$ cat config.mk
export PLATFORM = sky130hd
export DESIGN_NAME = alau_core
export DESIGN_NICKNAME = d
export VERILOG_FILES = /design/src/core/alau_core.v
export VERILOG_INCLUDE_DIRS = /design/src /design/src/core
export SDC_FILE = /design/constraint.sdc
export NUM_CORES = 1
export LEC_CHECK = 0
export BUFFER_PORTS_ARGS = -buffer_cell sky130_fd_sc_hd__buf_4
export CELL_PAD_IN_SITES_DETAIL_PLACEMENT = 2
export CELL_PAD_IN_SITES_GLOBAL_PLACEMENT = 2
export CORE_MARGIN = 2
export CORE_UTILIZATION = 36
export DETAILED_ROUTE_END_ITERATION = 8
export PLACE_DENSITY_LB_ADDON = 0.1
export SLEW_MARGIN = 20
export SYNTH_ARGS = -nofsm -noshare
export SYNTH_HDL_FRONTEND = slang
export SYNTH_SLANG_ARGS = --single-unit
$ cat constraint.sdc
create_clock -name clk_in -period 8.3 [get_ports clk_in]
set_clock_uncertainty 0.15 [all_clocks]
set_input_delay 0.83 -clock clk_in [delete_from_list [all_inputs] [get_ports clk_in]]
set_output_delay 0.83 -clock clk_in [all_outputs]
set_load 0.01 [all_outputs]
$ cat src/core/alau_consts.vh
// Constants for the accumulator logic and arithmetic unit
`ifndef ALAU_CONSTS_VH
`define ALAU_CONSTS_VH
// Operation select codes
`define ALAU_OP_NOP        5'h00
`define ALAU_OP_AND        5'h01
`define ALAU_OP_XOR        5'h02
`define ALAU_OP_LOGIC      5'h03
`define ALAU_OP_ADD        5'h04
`define ALAU_OP_SUB        5'h05
`define ALAU_OP_NEG        5'h06
`define ALAU_OP_INC1       5'h07
`define ALAU_OP_INC2       5'h08
`define ALAU_OP_DEC1       5'h09
`define ALAU_OP_DEC2       5'h0A
`define ALAU_OP_ADDC       5'h0B
`define ALAU_OP_SSP        5'h0C
`define ALAU_OP_SSM        5'h0D
`define ALAU_OP_CHS        5'h0E
`define ALAU_OP_CPYS       5'h0F
`define ALAU_OP_DBL        5'h10
`define ALAU_OP_SGL        5'h11
`define ALAU_OP_NORM       5'h12
`define ALAU_OP_LDSC       5'h13
`define ALAU_OP_RDKEY      5'h14
`define ALAU_OP_WRKEY      5'h15
`define ALAU_OP_LOAD       5'h16
`define ALAU_OP_STORE      5'h17
`define ALAU_OP_MPY        5'h18
`define ALAU_OP_DIV        5'h19
`define ALAU_OP_PIM        5'h1A
`define ALAU_OP_PID        5'h1B
// Logicize condition codes
`define ALAU_C_LT          3'h0
`define ALAU_C_LE          3'h1
`define ALAU_C_NE          3'h2
`define ALAU_C_EQ          3'h3
`define ALAU_C_GE          3'h4
`define ALAU_C_GT          3'h5
`define ALAU_C_FALSE       3'h6
`define ALAU_C_TRUE        3'h7
// Word constants
`define ALAU_ZERO          16'h0000
`define ALAU_ONE           16'h0001
`define ALAU_TWO           16'h0002
`define ALAU_MAXPOS        16'h7FFF
`define ALAU_MAXPOS_M1     16'h7FFE
`define ALAU_MAXNEG        16'h8000
`define ALAU_MAXNEG_P1     16'h8001
`define ALAU_SIGN_BIT      15
`define ALAU_LOW_HALF      7:0
`define ALAU_ZERO_BYTE     8'h00
// Key word layout (bit 1 is the msb, index 15)
`define ALAU_KEY_C         15
`define ALAU_KEY_DBL       14
`define ALAU_KEY_MODE      11:10
`define ALAU_MODE_RESET    2'h0
`define ALAU_SCNT_RESET    8'h00
`define ALAU_TRAP_VECTOR   16'h0036
`define ALAU_SCNT_ADDR     16'h0006
`define ALAU_CNT_ZERO      5'h00
`define ALAU_CNT_ONE       5'h01
`define ALAU_CNT_MAX       5'h1E
`endif

$ cat src/core/alau_core.v
// Accumulator datapath: logic, single-length arithmetic, signs, modes, normalize, keys
//
// Contract
// - AND memory word into accumulator
// - XOR memory word into accumulator
// - Logicize: true gives one, else zero
// - Condition codes 0-5 compare against zero
// - Codes 6,7 force false or true
// - Add sets carry on signed overflow
// - Subtract sets carry on signed overflow
// - Negate; most negative overflows, sets carry
// - Increment one; max positive wraps, carry
// - Increment two; top two wrap, carry
// - Decrement one; most negative wraps, carry
// - Decrement two; bottom two wrap, carry
// - Add carry bit as accumulator lsb
// - Set minus forces, change sign inverts
// - Copy sign into carry, clear sign
// - Reset selects single; double uses extension
// - Enter double and single select mode
// - No option: trap on double ops, multiply
// - Normalize shifts pair, count to location six
// - Load shift count into low byte
// - Key word layout: carry, double, mode
// - Key low byte mirrors location six
// - Read keys loads accumulator
// - Write keys sets modes, location six
`timescale 1ns/1ps
`include "alau_consts.vh"

module alau_core
(
   input  wire        clk_in,          // CPU clock, 250 MHz
   input  wire        sys_rst_in,      // Synchronous reset, master clear
   input  wire        op_valid_in,     // One-cycle operation strobe
   input  wire [4:0]  op_code_in,      // Operation select
   input  wire [2:0]  cond_in,         // Logicize condition, instruction bits 14-16
   input  wire [15:0] mem_data_in,     // Operand word at effective_address
   input  wire [15:0] mem_data_lo_in,  // Second operand word in double mode
   input  wire        dbl_option_in,   // Double precision hardware present
   output reg  [15:0] acc_out,         // Accumulator
   output reg  [15:0] ext_out,         // Extension register
   output reg         carry_out,       // Carry/overflow bit
   output reg         dbl_mode_out,    // Double precision selected
   output reg  [1:0]  addr_mode_out,   // Addressing mode key
   output reg  [15:0] key_word_out,    // machine_key_word, registered one cycle behind its fields
   output reg  [7:0]  shift_cnt_out,   // Low byte of location six
   output reg         mem_wr_out,      // Store strobe, one cycle
   output reg  [15:0] mem_wr_addr_out, // Store address, zero means effective_address
   output reg  [15:0] mem_wr_data_out, // Store data, high word
   output reg  [15:0] mem_wr_data_lo_out, // Store data, low word in double mode
   output reg         mem_wr_dbl_out,  // Store is double length
   output reg         trap_out,        // unimplemented_instruction_trap pulse
   output reg  [15:0] trap_vector_out, // Trap vector location
   output reg         busy_out,        // Normalize in progress
   output reg         done_out         // Operation finished pulse
);

   // Normalize state machine, one-hot
   localparam [1:0] ST_IDLE  = 2'b01;
   localparam [1:0] ST_NORM  = 2'b10;

   reg  [1:0]  state;          // Current state
   reg  [4:0]  norm_cnt;       // Shifts performed so far
   // Results below apply only when an operation is taken
   reg  [15:0] next_acc;       // Combinational accumulator result
   reg  [15:0] next_ext;       // Combinational extension result
   reg         next_carry;     // Combinational carry result
   reg         truth;          // Logicize condition outcome
   reg  [16:0] sum_wide;       // Add or subtract with extra bit
   wire [15:0] key_word;       // Assembled key word
   wire        is_neg;         // Accumulator sign
   wire        is_zero;        // Accumulator zero
   wire        dbl_op;         // Mode-dependent memory reference
   wire        needs_trap;     // Missing option request
   wire        norm_stop;      // Bit 2 differs from sign

   // Sign and zero flags feed the logicize tests
   assign is_neg  = acc_out[`ALAU_SIGN_BIT];
   assign is_zero = (acc_out == `ALAU_ZERO);

   // Key word: carry, double, reserved, mode, reserved, shift count
   assign key_word = {carry_out, dbl_mode_out, 2'h0, addr_mode_out, 2'h0, shift_cnt_out};

   // References that grow to two words in double mode
   assign dbl_op = (op_code_in == `ALAU_OP_ADD) || (op_code_in == `ALAU_OP_SUB) ||
                   (op_code_in == `ALAU_OP_LOAD) || (op_code_in == `ALAU_OP_STORE);

   // Trap when the option is missing; multiply group always traps then
   // A trapping op changes no register, so emulation starts clean
   assign needs_trap = !dbl_option_in &&
                       ((dbl_mode_out && dbl_op) ||
                        (op_code_in == `ALAU_OP_MPY) || (op_code_in == `ALAU_OP_DIV) ||
                        (op_code_in == `ALAU_OP_PIM) || (op_code_in == `ALAU_OP_PID));

   // Normalize ends once bit 2 is opposite the sign bit
   // Cap bounds an all-zero pair, which would never stop
   assign norm_stop = (acc_out[14] != acc_out[15]) || (norm_cnt == `ALAU_CNT_MAX);

   // Logicize condition decode
   // Codes 6 and 7 ignore the accumulator
   always @*
   begin
      case (cond_in)
         `ALAU_C_LT:    truth = is_neg;
         `ALAU_C_LE:    truth = is_neg || is_zero;
         `ALAU_C_NE:    truth = !is_zero;
         `ALAU_C_EQ:    truth = is_zero;
         `ALAU_C_GE:    truth = !is_neg;
         `ALAU_C_GT:    truth = !is_neg && !is_zero;
         `ALAU_C_FALSE: truth = 1'b0;
         default:       truth = 1'b1;
      endcase
   end

   // Single-cycle datapath result
   always @*
   begin
      next_acc   = acc_out;
      next_ext   = ext_out;
      next_carry = carry_out;
      sum_wide   = 17'h00000;
      // Defaults hold state, so unlisted codes change nothing
      case (op_code_in)
         `ALAU_OP_AND:
            next_acc = acc_out & mem_data_in;
         `ALAU_OP_XOR:
            next_acc = acc_out ^ mem_data_in;
         `ALAU_OP_LOGIC:
            next_acc = truth ? `ALAU_ONE : `ALAU_ZERO;
         `ALAU_OP_ADD:
         begin
            if (dbl_mode_out)
            begin
               // Double length: extension is low word, bit 1 of low words bypassed
               sum_wide = {2'h0, ext_out[14:0]} + {2'h0, mem_data_lo_in[14:0]};
               next_ext = {1'b0, sum_wide[14:0]};
               next_acc = acc_out + mem_data_in + {15'h0000, sum_wide[15]};
               next_carry = (acc_out[15] == mem_data_in[15]) && (next_acc[15] != acc_out[15]);
            end
            else
            begin
               // Same input signs, result sign differs: overflow
               next_acc = acc_out + mem_data_in;
               next_carry = (acc_out[15] == mem_data_in[15]) && (next_acc[15] != acc_out[15]);
            end
         end
         `ALAU_OP_SUB:
         begin
            if (dbl_mode_out)
            begin
               // Borrow from low word propagates into the high word
               sum_wide = {2'h0, ext_out[14:0]} - {2'h0, mem_data_lo_in[14:0]};
               next_ext = {1'b0, sum_wide[14:0]};
               next_acc = acc_out - mem_data_in - {15'h0000, sum_wide[15]};
               next_carry = (acc_out[15] != mem_data_in[15]) && (next_acc[15] != acc_out[15]);
            end
            else
            begin
               // Input signs differ, result leaves minuend sign
               next_acc = acc_out - mem_data_in;
               next_carry = (acc_out[15] != mem_data_in[15]) && (next_acc[15] != acc_out[15]);
            end
         end
         `ALAU_OP_LOAD:
         begin
            // Low word taken only in double mode
            next_acc = mem_data_in;
            if (dbl_mode_out)
               next_ext = mem_data_lo_in;
         end
         `ALAU_OP_NEG:
         begin
            // Most negative value negates to itself
            next_acc   = `ALAU_ZERO - acc_out;
            next_carry = (acc_out == `ALAU_MAXNEG);
         end
         `ALAU_OP_INC1:
         begin
            next_acc   = acc_out + `ALAU_ONE;
            next_carry = (acc_out == `ALAU_MAXPOS);
         end
         `ALAU_OP_INC2:
         begin
            // Two largest positives wrap
            next_acc   = acc_out + `ALAU_TWO;
            next_carry = (acc_out == `ALAU_MAXPOS) || (acc_out == `ALAU_MAXPOS_M1);
         end
         `ALAU_OP_DEC1:
         begin
            next_acc   = acc_out - `ALAU_ONE;
            next_carry = (acc_out == `ALAU_MAXNEG);
         end
         `ALAU_OP_DEC2:
         begin
            next_acc   = acc_out - `ALAU_TWO;
            next_carry = (acc_out == `ALAU_MAXNEG) || (acc_out == `ALAU_MAXNEG_P1);
         end
         `ALAU_OP_ADDC:
         begin
            // Only a set carry can push past the maximum
            next_acc   = acc_out + {15'h0000, carry_out};
            next_carry = carry_out && (acc_out == `ALAU_MAXPOS);
         end
         `ALAU_OP_SSP:
            next_acc = {1'b0, acc_out[14:0]};
         `ALAU_OP_SSM:
            next_acc = {1'b1, acc_out[14:0]};
         `ALAU_OP_CHS:
            next_acc = {!acc_out[15], acc_out[14:0]};
         `ALAU_OP_CPYS:
         begin
            // Old sign goes to carry before it is cleared
            next_carry = acc_out[15];
            next_acc   = {1'b0, acc_out[14:0]};
         end
         `ALAU_OP_LDSC:
            next_acc = {`ALAU_ZERO_BYTE, shift_cnt_out};
         `ALAU_OP_RDKEY:
            next_acc = key_word;
         `ALAU_OP_WRKEY:
            // Modes and count are loaded in the clocked block
            next_carry = acc_out[`ALAU_KEY_C];
         default:
         begin
            next_acc   = acc_out;
            next_carry = carry_out;
         end
      endcase
   end

   // Register update and normalize sequencing
   always @(posedge clk_in)
   begin
      if (sys_rst_in)
      begin
         state              <= ST_IDLE;
         norm_cnt           <= `ALAU_CNT_ZERO;
         acc_out            <= `ALAU_ZERO;
         ext_out            <= `ALAU_ZERO;
         carry_out          <= 1'b0;
         dbl_mode_out       <= 1'b0;
         addr_mode_out      <= `ALAU_MODE_RESET;
         key_word_out       <= `ALAU_ZERO;
         shift_cnt_out      <= `ALAU_SCNT_RESET;
         mem_wr_out         <= 1'b0;
         mem_wr_addr_out    <= `ALAU_ZERO;
         mem_wr_data_out    <= `ALAU_ZERO;
         mem_wr_data_lo_out <= `ALAU_ZERO;
         mem_wr_dbl_out     <= 1'b0;
         trap_out           <= 1'b0;
         trap_vector_out    <= `ALAU_TRAP_VECTOR;
         busy_out           <= 1'b0;
         done_out           <= 1'b0;
      end
      else
      begin
         // Pulses default low
         mem_wr_out   <= 1'b0;
         trap_out     <= 1'b0;
         done_out     <= 1'b0;
         // Key word copy lags one cycle behind its fields
         key_word_out <= key_word;
         case (state)
            ST_IDLE:
            begin
               // New strobes only start from idle; busy ignores them
               if (op_valid_in)
               begin
                  if (needs_trap)
                  begin
                     // Nothing changes; software emulation takes over
                     trap_out <= 1'b1;
                     done_out <= 1'b1;
                  end
                  else if (op_code_in == `ALAU_OP_NORM)
                  begin
                     state    <= ST_NORM;
                     norm_cnt <= `ALAU_CNT_ZERO;
                     busy_out <= 1'b1;
                  end
                  else
                  begin
                     acc_out   <= next_acc;
                     ext_out   <= next_ext;
                     carry_out <= next_carry;
                     done_out  <= 1'b1;
                     if (op_code_in == `ALAU_OP_DBL)
                        dbl_mode_out <= 1'b1;
                     if (op_code_in == `ALAU_OP_SGL)
                        dbl_mode_out <= 1'b0;
                     if (op_code_in == `ALAU_OP_WRKEY)
                     begin
                        // Modes from bits 2 and 5-6; count from low byte
                        dbl_mode_out  <= acc_out[`ALAU_KEY_DBL];
                        addr_mode_out <= acc_out[`ALAU_KEY_MODE];
                        shift_cnt_out <= acc_out[`ALAU_LOW_HALF];
                        mem_wr_out      <= 1'b1;
                        mem_wr_addr_out <= `ALAU_SCNT_ADDR;
                        mem_wr_data_out <= {`ALAU_ZERO_BYTE, acc_out[`ALAU_LOW_HALF]};
                        mem_wr_dbl_out  <= 1'b0;
                     end
                     // Address zero tells memory to use effective_address
                     if (op_code_in == `ALAU_OP_STORE)
                     begin
                        mem_wr_out         <= 1'b1;
                        mem_wr_addr_out    <= `ALAU_ZERO;
                        mem_wr_data_out    <= acc_out;
                        mem_wr_data_lo_out <= ext_out;
                        mem_wr_dbl_out     <= dbl_mode_out;
                     end
                  end
               end
            end
            ST_NORM:
            begin
               if (norm_stop)
               begin
                  // Count goes to location six and its mirror
                  state           <= ST_IDLE;
                  busy_out        <= 1'b0;
                  done_out        <= 1'b1;
                  shift_cnt_out   <= {3'h0, norm_cnt};
                  mem_wr_out      <= 1'b1;
                  mem_wr_addr_out <= `ALAU_SCNT_ADDR;
                  mem_wr_data_out <= {11'h000, norm_cnt};
                  mem_wr_dbl_out  <= 1'b0;
               end
               else
               begin
                  // Sign kept, bit 2 dropped, extension bit 1 bypassed
                  acc_out  <= {acc_out[15], acc_out[13:0], ext_out[14]};
                  ext_out  <= {ext_out[15], ext_out[13:0], 1'b0};
                  norm_cnt <= norm_cnt + `ALAU_CNT_ONE;
               end
            end
            default:
               // Unused code falls back to idle
               state <= ST_IDLE;
         endcase
      end
   end

endmodule // alau_core

# Yosys cells after proc, flatten, opt, wreduce, memory -nomap -nowiden
# Cells that the tools add are included.
# op_classes
n_reduce_logical,46
add_sub_neg,13
bitwise,7
eq_ne,66
mux,78
# ops
cell,n
2-to-1 mux 16 bit,23
case mux 16 bit (17 select lines),1
case mux 16 bit (2 select lines),4
"== test 5 bit, second input constant",13
case mux 16 bit (3 select lines),1
"== test 5 x 4 -> 1 bit, second input constant",8
2-to-1 mux 8 bit,5
adder 16 x 1 -> 16 bit,2
"== test 16 x 15 -> 1 bit, second input constant",2
"== test 16 bit, second input constant",2
2-to-1 mux 15 bit,2
AND reduction 5 bit,6
AND reduction 9 bit,3
"inequality test 2 bit, second input constant",13
2-to-1 mux 1 bit,25
"== test 5 x 3 -> 1 bit, second input constant",4
2-to-1 mux 5 bit,4
AND reduction 6 bit,3
nonzero test 17 bit,1
adder 15 x 15 -> 16 bit,1
"adder 16 x 1 -> 16 bit, second input constant",1
adder 16 bit,1
"adder 16 x 2 -> 16 bit, second input constant",1
AND 16 bit,1
other kinds (39),83
# word_totals
out_inout_bits,129
ff_bits,120
in_bits,44

# Longest topological paths before layout
# Gate-level depths: netlist of run 1.
# logic_depth
word_depth,13
ltp_mapped,23
mapped_depth_nobuf,22

# Worst setup path before layout of run 1
# OpenSTA, ideal clock, no wires.
# synth_timing
kind,input -> register
start,input port mem_data_lo_in[1]
end,register acc_out[14]
setup_ns,0.076
arrival_time_ns,4.776
cell_stages,23
setup_slack_ns,3.298
cell_sequence,inv_1 > ha_1 > nor2b_1 > o21ai_0 > a21oi_1 > o21ai_0 > a21oi_1 > o21a_1 > a31oi_1 > o21ai_0 > a21o_1 > a21oi_1 > ha_1 > and3b_1 > nand2_1 > or3_1 > clkbuf_1 > nor2_1 > nand4b_1 > or3_1 > a21oi_1 > a211oi_1 > o22ai_1
# synth_via
elab_chain_len,8
elab_cells_between_ends,11
classes_between,4 x add/sub; 7 x mux
# synth_lines
item,line_no,text
from (decl),alau_core.v:39,"input wire [15:0] mem_data_lo_in,"
subtractor 15 x 15 -> 16 bit or adder 15 x 15 -> 16 bit (tied branches),"alau_core.v:153, alau_core.v:136",
subtractor 16 x 1 -> 16 bit or adder 16 x 1 -> 16 bit (tied branches),"alau_core.v:155, alau_core.v:138",
"2-to-1 mux 16 bit, on equally long branches","alau_core.v:150, alau_core.v:133",
case mux 16 bit (17 select lines) *,alau_core.v:124,case (op_code_in)
2-to-1 mux 16 bit *,alau_core.v:276,else if (op_code_in == `ALAU_OP_NORM)
2-to-1 mux 16 bit *,alau_core.v:270,if (needs_trap)
2-to-1 mux 16 bit *,alau_core.v:268,if (op_valid_in)
case mux 16 bit (2 select lines) *,alau_core.v:264,case (state)
to (signal assigned),alau_core.v:239,acc_out <= `ALAU_ZERO;
to (signal assigned),alau_core.v:284,acc_out <= next_acc;
to (signal assigned),alau_core.v:332,"acc_out <= {acc_out[15], acc_out[13:0], ext_out[14]};"
to (decl),alau_core.v:41,"output reg [15:0] acc_out,"
# Mark *: on every way between the ends. The rest lies on a longest branch, timed or not. The select of a mux whose other input is x is not followed.
# A chain may end at the register's enable or synchronous reset.

# Worst setup path after layout of run 1
# Same ends and word-level chain as after synthesis.

==> metrics.md, run 1 <==
| Metric | Value |
|---|---|
| P&R area growth vs syn | 14.0% |
| Total GRT Usage | 30.2% |
| CTS max path bufs | 2 |
| Setup crit start kind | input pin |
| Synthesized area | 10900 um^2 |
| Area occupied by multi-input gates | 8120 um^2 |
| Num CTS Buffers | 9 |
| Post-route setup TNS | 0 ps |
| Period utilization | 71.4% |
| Period minus WS final | approximately 5900 ps |
| Die area | 31800 um^2 |
| CTS resizes | 0 |
| Global route total overflow | 0 |
| Clk pin slew, worst setup/hold paths | ~80 ps |
| Routed via count | 11800 |
| # hold bufs at CTS | 0 |
| Non-filler cells, final | 1950 |
| IO Pins | 173 |
| Residual DRC count | 0 |
| Cell Chain, Critical Path | buf_4 > inv_1 > ha_1 > nor2b_1 > o21ai_0 > a21oi_1 > o21ai_0 > a21oi_1 > o21a_1 > a31oi_1 > o21ai_0 > a21o_1 > a21oi_1 > ha_1 > and3b_1 > nand2_1 > or3_1 > nor2_1 > nand4b_1 > or3_1 > a21oi_1 > a211oi_1 > o22ai_1 |
| RSZ-0062 raised after global routing | no |
| Synth Area in XOR/XNOR | ~7% |
| RR Startpoint | ext_out[1] |
| FF+latch area | 2020 um^2 |
| CP max FO | 5 |
| Vias per Instance | 6.07 |
| Layout cells sized above 1 | 13.5% |
| Dpl ws | 2140 ps |
| Max Cap Viol | 0 |
| Final worst slack | ~2400 ps |
| Outcome | complete, no violations |
| Largest family of logic cells by synthesized area | compound AO/OA/AOI/OAI gates |
| Synth Area in Simple Gates | about a fifth |
| Crit Path Category | in2reg |
| Final hold viol count | 0 |
| Placer Congestion | 0.891 |
| Cell chosen for the clock root | clkbuf_16 |
| CP max stage delay | 490 ps |
| Initial core utilization | 36.7% |
| Leading area contributor after synthesis | dfxtp_1 |
| WL/cell | 24.7 um |
| Slew Limit Fails | 0 |
| # placed instances | 1934 |
| Crit path max-delay cell type | or3_1 |
| Postcts setup bufs | 0 |
| Min-delay src | mem_wr_data_lo_out[4] |
| Synth warnings | 0 |
| CTS tree | built |
| Ys flop type | dfxtp_1 |
| Die W | between 150 and 200 um |
| Global-route wire length before repair | approximately 74000 um |
| Peak Freq | about 0.17 GHz |
| Cells after synthesis | 1477 |
| CTS sink cnt | 101 |
| Ranking of synthesized cells by area | dfxtp_1 19%, ha_1 12%, a21oi_1 6.5% |
| Req. time, crit path | 8420 ps |
| Pwr/cell area | 118 nW/um^2 |
| Die height | 178 um |
| Synth Register Bits | 101 |
| Relative slew slack | 26.8% |
| Post-DP HPWL | 36700 um |
| Slew @ Worst Pin | about 1100 ps |
| Final wirelength | 48200 um |
| Most common library cells after synthesis | 143 x a21oi_1, 126 x nand2_1, 124 x nor2_1, 104 x ha_1, 101 x dfxtp_1 |
| Syn Area/Cell | 7.40 um^2 |
| CTS H-tree lvls | 3 |
| DRT Pass-1 Iters | 5 |
| WHS | 315 ps |
| Design Power | 0.00146 W |
| Post-synth EDFFs | 0 |
| Synth Area in Compound Gates | 29.9% |
| Ys async rst share | 0% |
| Ant. Diodes | 0 |
| Register area share after synthesis | 18.5% |
| Synth Area in Adders | roughly an eighth |
| Leakage power | approximately 5.3 nW |
| Delay-heaviest family, CP | compound AO/OA/AOI/OAI gates |
| Largest net degree at the start of global routing | 57 |
| Top-count cell post-synth | a21oi_1 |
| Number of library cell types mapped by synthesis | 83 |
| HP Class | reg2reg |
| Core Area | a little under 30000 um^2 |
| Worst setup EP type | flip-flop |
| Crit-path most repeated cell | a21oi_1 |
| Vias in the first global route | 12300 |
| Row Count | 63 |
| FILL cells | 3506 |
| I/O Buffers | 138 |
| Initial antenna violation count | 0 |
| Peak VDD IR | 0.0000798 V |
| Clk Latency, worst-skew pair | 370 ps |
| Mux contribution to synthesized area | 1.67% |
| Nets | 1709 |
| Worst Setup SP | mem_data_lo_in[1] |
| Top cell type's share of synthesized area | 18.5% |
| Post-route ant nets | 0 |
| Worst Path Arrival | 6050 ps |
| Buf+Inv Stages, Crit Path | 2 |
| Final setup fails | 0 |
| Initial detailed-routing violation count | 892 |
-- flip-flops by register name (all words and copies together) (netlist names) --
| register | cells |
|---|---|
| dbl_mode_out | 1 |
| shift_cnt_out | 8 |
| carry_out | 1 |
| mem_wr_out | 1 |
| key_word_out | 12 |
| mem_wr_data_lo_out | 16 |
| acc_out | 16 |
| mem_wr_dbl_out | 1 |
| ext_out | 16 |
| trap_out | 1 |
| busy_out | 1 |
| mem_wr_data_out | 16 |
| norm_cnt | 5 |
| state | 2 |
| addr_mode_out | 2 |
| mem_wr_addr_out | 1 |
| done_out | 1 |
-- metrics by stage --
step	cell area [um^2]	utilization [%]
4_1_cts	12400	41.8
6_report	12500	41.8
2_1_floorplan	11000	-
3_3_place_gp	12100	40.7
5_1_grt	12500	41.8
3_5_place_dp	12100	40.7
-- worst paths after layout --
kind,end,slack (ps),depth (start not counted)
setup / recovery,acc_out[14],2370,23
hold / removal,mem_wr_data_lo_out[4],310,2
setup reg to reg,acc_out[14],2570,21
hold reg to reg,mem_wr_data_lo_out[4],310,2
-- worst register-to-register path: cells and delay by family (launching register included) --
kind | cells | cell delay [ps]
AOI/OAI and AO/OA | 12 | 2630
adders and majority gates | 2 | 520
DFF | 1 | 500
and+or+nand+nor | 7 | 1830
-- placed cells by master (no fill, tap or decap), types with 14 or more instances in the layout --
cell type,netlist,layout
conb_1,2,34
buf_4,36,159
dfxtp_1,101,101
nand2_1,126,126
a211oi_1,33,33
nor2b_1,41,41
a31oi_1,21,21
o211ai_1,20,20
mux2i_1,16,16
ha_1,104,103
xnor2_1,54,54
a21o_1,22,22
a22oi_1,19,19
o21ai_0,69,68
nor3_1,43,42
a221oi_1,21,21
nand2b_1,19,19
a21oi_1,143,141
nand3_1,21,21
nor2_1,124,121
or3_1,14,14
o21bai_1,14,14
xor2_1,25,25
inv_1,85,85
-- cell type report --
class,count,area share [%]
Clock buffer,9,1.81
Timing Repair Buffer,159,9.58
Clock inverter,7,0.733
Multi-Input combinational cell,1199,65.2
Tap cell,390,3.92
Inverter,85,2.56
Sequential cell,101,16.2
-- cell families (layout without fill, tap and decap cells) --
family	after synthesis	after routing
simple gates	468	468
compound gates	487	487
flops	101	101
buf+inv	209	260
xor+xnor	82	82
fa+ha+maj	110	110
other cells	2	34
mux	18	18
-- layer usage --
layer / track usage, % / wire length (um) / vias to the layer above
met5: 0 / 0 / -
met4: 6.61 / 839 / 0
met3: 5.82 / 2980 / 50
li1: - / - / 5467
met2: 49.0 / 22100 / 324
met1: 41.6 / 22300 / 5997
-- where the power goes --
| group | switching (W) | internal, W | leakage (nW) |
|---|---|---|---|
| Clock | 0.000241 | 0.000218 | 0.152 |
| Combinational | 0.000318 | 0.000174 | 4.29 |
| Sequential | 0.0000209 | 0.000492 | 0.816 |
| Total | 0.000580 | 0.000885 | 5.26 |
Power figures use the tool's default switching activity.
==> inputs of run 2 (changes only) <==
Settings changed: CORE_UTILIZATION 36 to 30.
Clock period 8.3 ns to 5 ns, I/O delays scaled along.
==> metrics.md, run 2 (synthesis results as in run 1) <==
| Metric | Value |
|---|---|
| Residual DRC count | 0 |
| Period utilization | between 90% and 100% |
| Placer Congestion | 0.851 |
| CTS H-tree lvls | 3 |
| Peak VDD IR | 0.000285 V |
| CTS max path bufs | 2 |
| Commonest non-fill, non-tap cell in the layout | buf_4 |
| WL/cell | 24.7 um |
| HP Class | in2reg |
| Nets | 1773 |
| Worst Path Arrival | roughly 4800 ps |
| Post-route ant nets | 0 |
| Period minus WS final | 4710 ps |
| Clock power frac | between 30% and 40% |
| IO Pins | 173 |
| Crit-path most repeated cell | buf_4 |
| Seq pwr share | 33.0% |
| Ant. Diodes | 0 |
| Die height | between 150 and 200 um |
| FF+latch area | a little over 2000 um^2 |
| Layout cells sized above 1 | between 10% and 20% |
| FILL cells | 4232 |
| Post-DP HPWL | between 30000 and 40000 um |
| Int Pwr | between 0.0015 and 0.002 W |
| Row Count | 69 |
| DRT Pass-1 Iters | 5 |
| CTS tree | built |
| Initial detailed-routing violation count | 846 |
| I/O Buffers | between 100 and 150 |
| Crit Path Category | reg2reg |
| # placed instances | ~2100 |
| Slew Limit Fails | 0 |
| Vias in the first global route | 12200 |
| Die area | about 38000 um^2 |
| Die W | 195 um |
| Slew @ Worst Pin | approximately 1200 ps |
| Peak Freq | 0.212 GHz |
| Final setup fails | 0 |
| Num CTS Buffers | 9 |
| Req. time, crit path | 5100 ps |
| Switch Pwr | 0.000992 W |
| Cell Chain, Critical Path | ha_4 > nor2b_4 > o21bai_4 > a21oi_2 > o211ai_1 > a2111oi_2 > buf_4 > or3_4 > a311oi_2 > o31ai_1 > buf_4 > ha_4 > ha_2 > nand2_2 > or2_4 > nor4_4 > buf_4 > nand4_1 > nor4_2 > buf_4 > xnor2_1 > a221oi_1 > a311oi_1 |
| Initial core utilization | 30.6% |
| Sw Ratio | 39.3% |
| Area occupied by multi-input gates | 8280 um^2 |
| Largest net degree at the start of global routing | 59 |
| Global route total overflow | 0 |
| Worst setup EP type | flip-flop |
| Setup crit start kind | flip-flop |
| Clk Latency, worst-skew pair | about 400 ps |
| Cell chosen for the clock root | clkbuf_16 |
| Leakage power | 5.59 nW |
| Global-route wire length before repair | 77800 um |
| Vias per Instance | 5.77 |
| Outcome | complete, no violations |
| Most frequent cells in the layout | 222 x buf_4, 140 x a21oi_1, 125 x nand2_1 |
| CP max FO | 2 |
| Non-filler cells, final | between 2000 and 2500 |
| Final hold viol count | 0 |
| Final wirelength | 51500 um |
| Initial antenna violation count | 0 |
| Routed via count | 12000 |
| Clk pin slew, worst setup/hold paths | 90 ps |
| CTS sink cnt | around 100 |
| Relative slew slack | 18.3% |
| Finished Core Util | between 30% and 40% |
| P&R area growth vs syn | 20.9% |
| Crit path max-delay cell type | a2111oi_2 |
| CP max stage delay | 410 ps |
| Core Area | 35700 um^2 |
| Pwr/cell area | 191 nW/um^2 |
| Max Cap Viol | 0 |
| Total GRT Usage | 26.5% |
| Logic pwr share | roughly 34% |
==> run 2: changes by cell type in the layout (fill, tap and decap cells not counted), moves of 3 or more <==
cell     change
buf_4       +63
dfxtp_1      -3
ha_1         -6
ha_4         +5
==> run 2: what timing repair did <==
item                       in CTS  in global routing
gates resized for setup         2                 35
setup endpoints to repair       5                 12
hold buffers                    0                  0
pin swaps                       0                  7
setup buffers                   0                  3
==> run 2: final timing paths <==
path                               from               endpoint  slack (ps)  cells past startpoint
setup reg to reg             ext_out[1]            acc_out[12]         290                     23
hold / removal            dbl_option_in               trap_out         130                      2
hold reg to reg   mem_wr_data_lo_out[4]  mem_wr_data_lo_out[4]         310                      2
setup / recovery             ext_out[1]            acc_out[12]         290                     23
==> run 2: power groups by stage <==
stage	clock [W]	sequential, W	combinational [W]
final	0.000832	0.000834	0.000861
after global routing	0.000878	0.000835	0.000936
after CTS	0.000856	0.000834	0.000843
after detailed placement	0	0.000853	0.000838
after global placement	0	0.000853	0.000822
after floorplan	0	0.000860	0.000545
==> run 2: worst max-delay path, delay by kind of cell, from the launching register on <==
family	cells	cell delay [ps]
compound gates	8	1620
flops	1	370
simple gates	7	1180
fa+ha+maj	3	530
xor+xnor	1	50
buf+inv	4	670
==> run 2: stage by stage <==
step / power (W) / hold slack (ps) / setup WS, ps / setup TNS, ps / area [um^2]
2_1_floorplan: 0.00140 / 316 / 328 / 0 / 11000
3_5_place_dp: 0.00169 / 303 / -320 / -2220 / 12700
4_1_cts: 0.00253 / 116 / 20.9 / 0 / 13000
6_report: 0.00253 / 133 / 289 / 0 / 13200
3_3_place_gp: 0.00168 / 294 / -129 / -587 / 12700
5_1_grt: 0.00265 / 131 / -22.7 / -77.9 / 13200
==> run 2: routing by layer <==
| metal | global-route usage [%] | wire, um |
|---|---|---|
| met1 | 37.9 | 25200 |
| met2 | 42.6 | 23400 |
| met3 | 3.73 | 2180 |
| met4 | 4.52 | 703 |
| met5 | 0 | 0 |
==> run 2: cell type report <==
cell class	count	share of cell area, %
inverters	85	2.41
clock buffers	9	1.70
repair buffers	223	12.7
multi-input cells	1199	62.7
well taps	461	4.36
clock inverters	7	0.776
flip-flops and latches	101	15.4
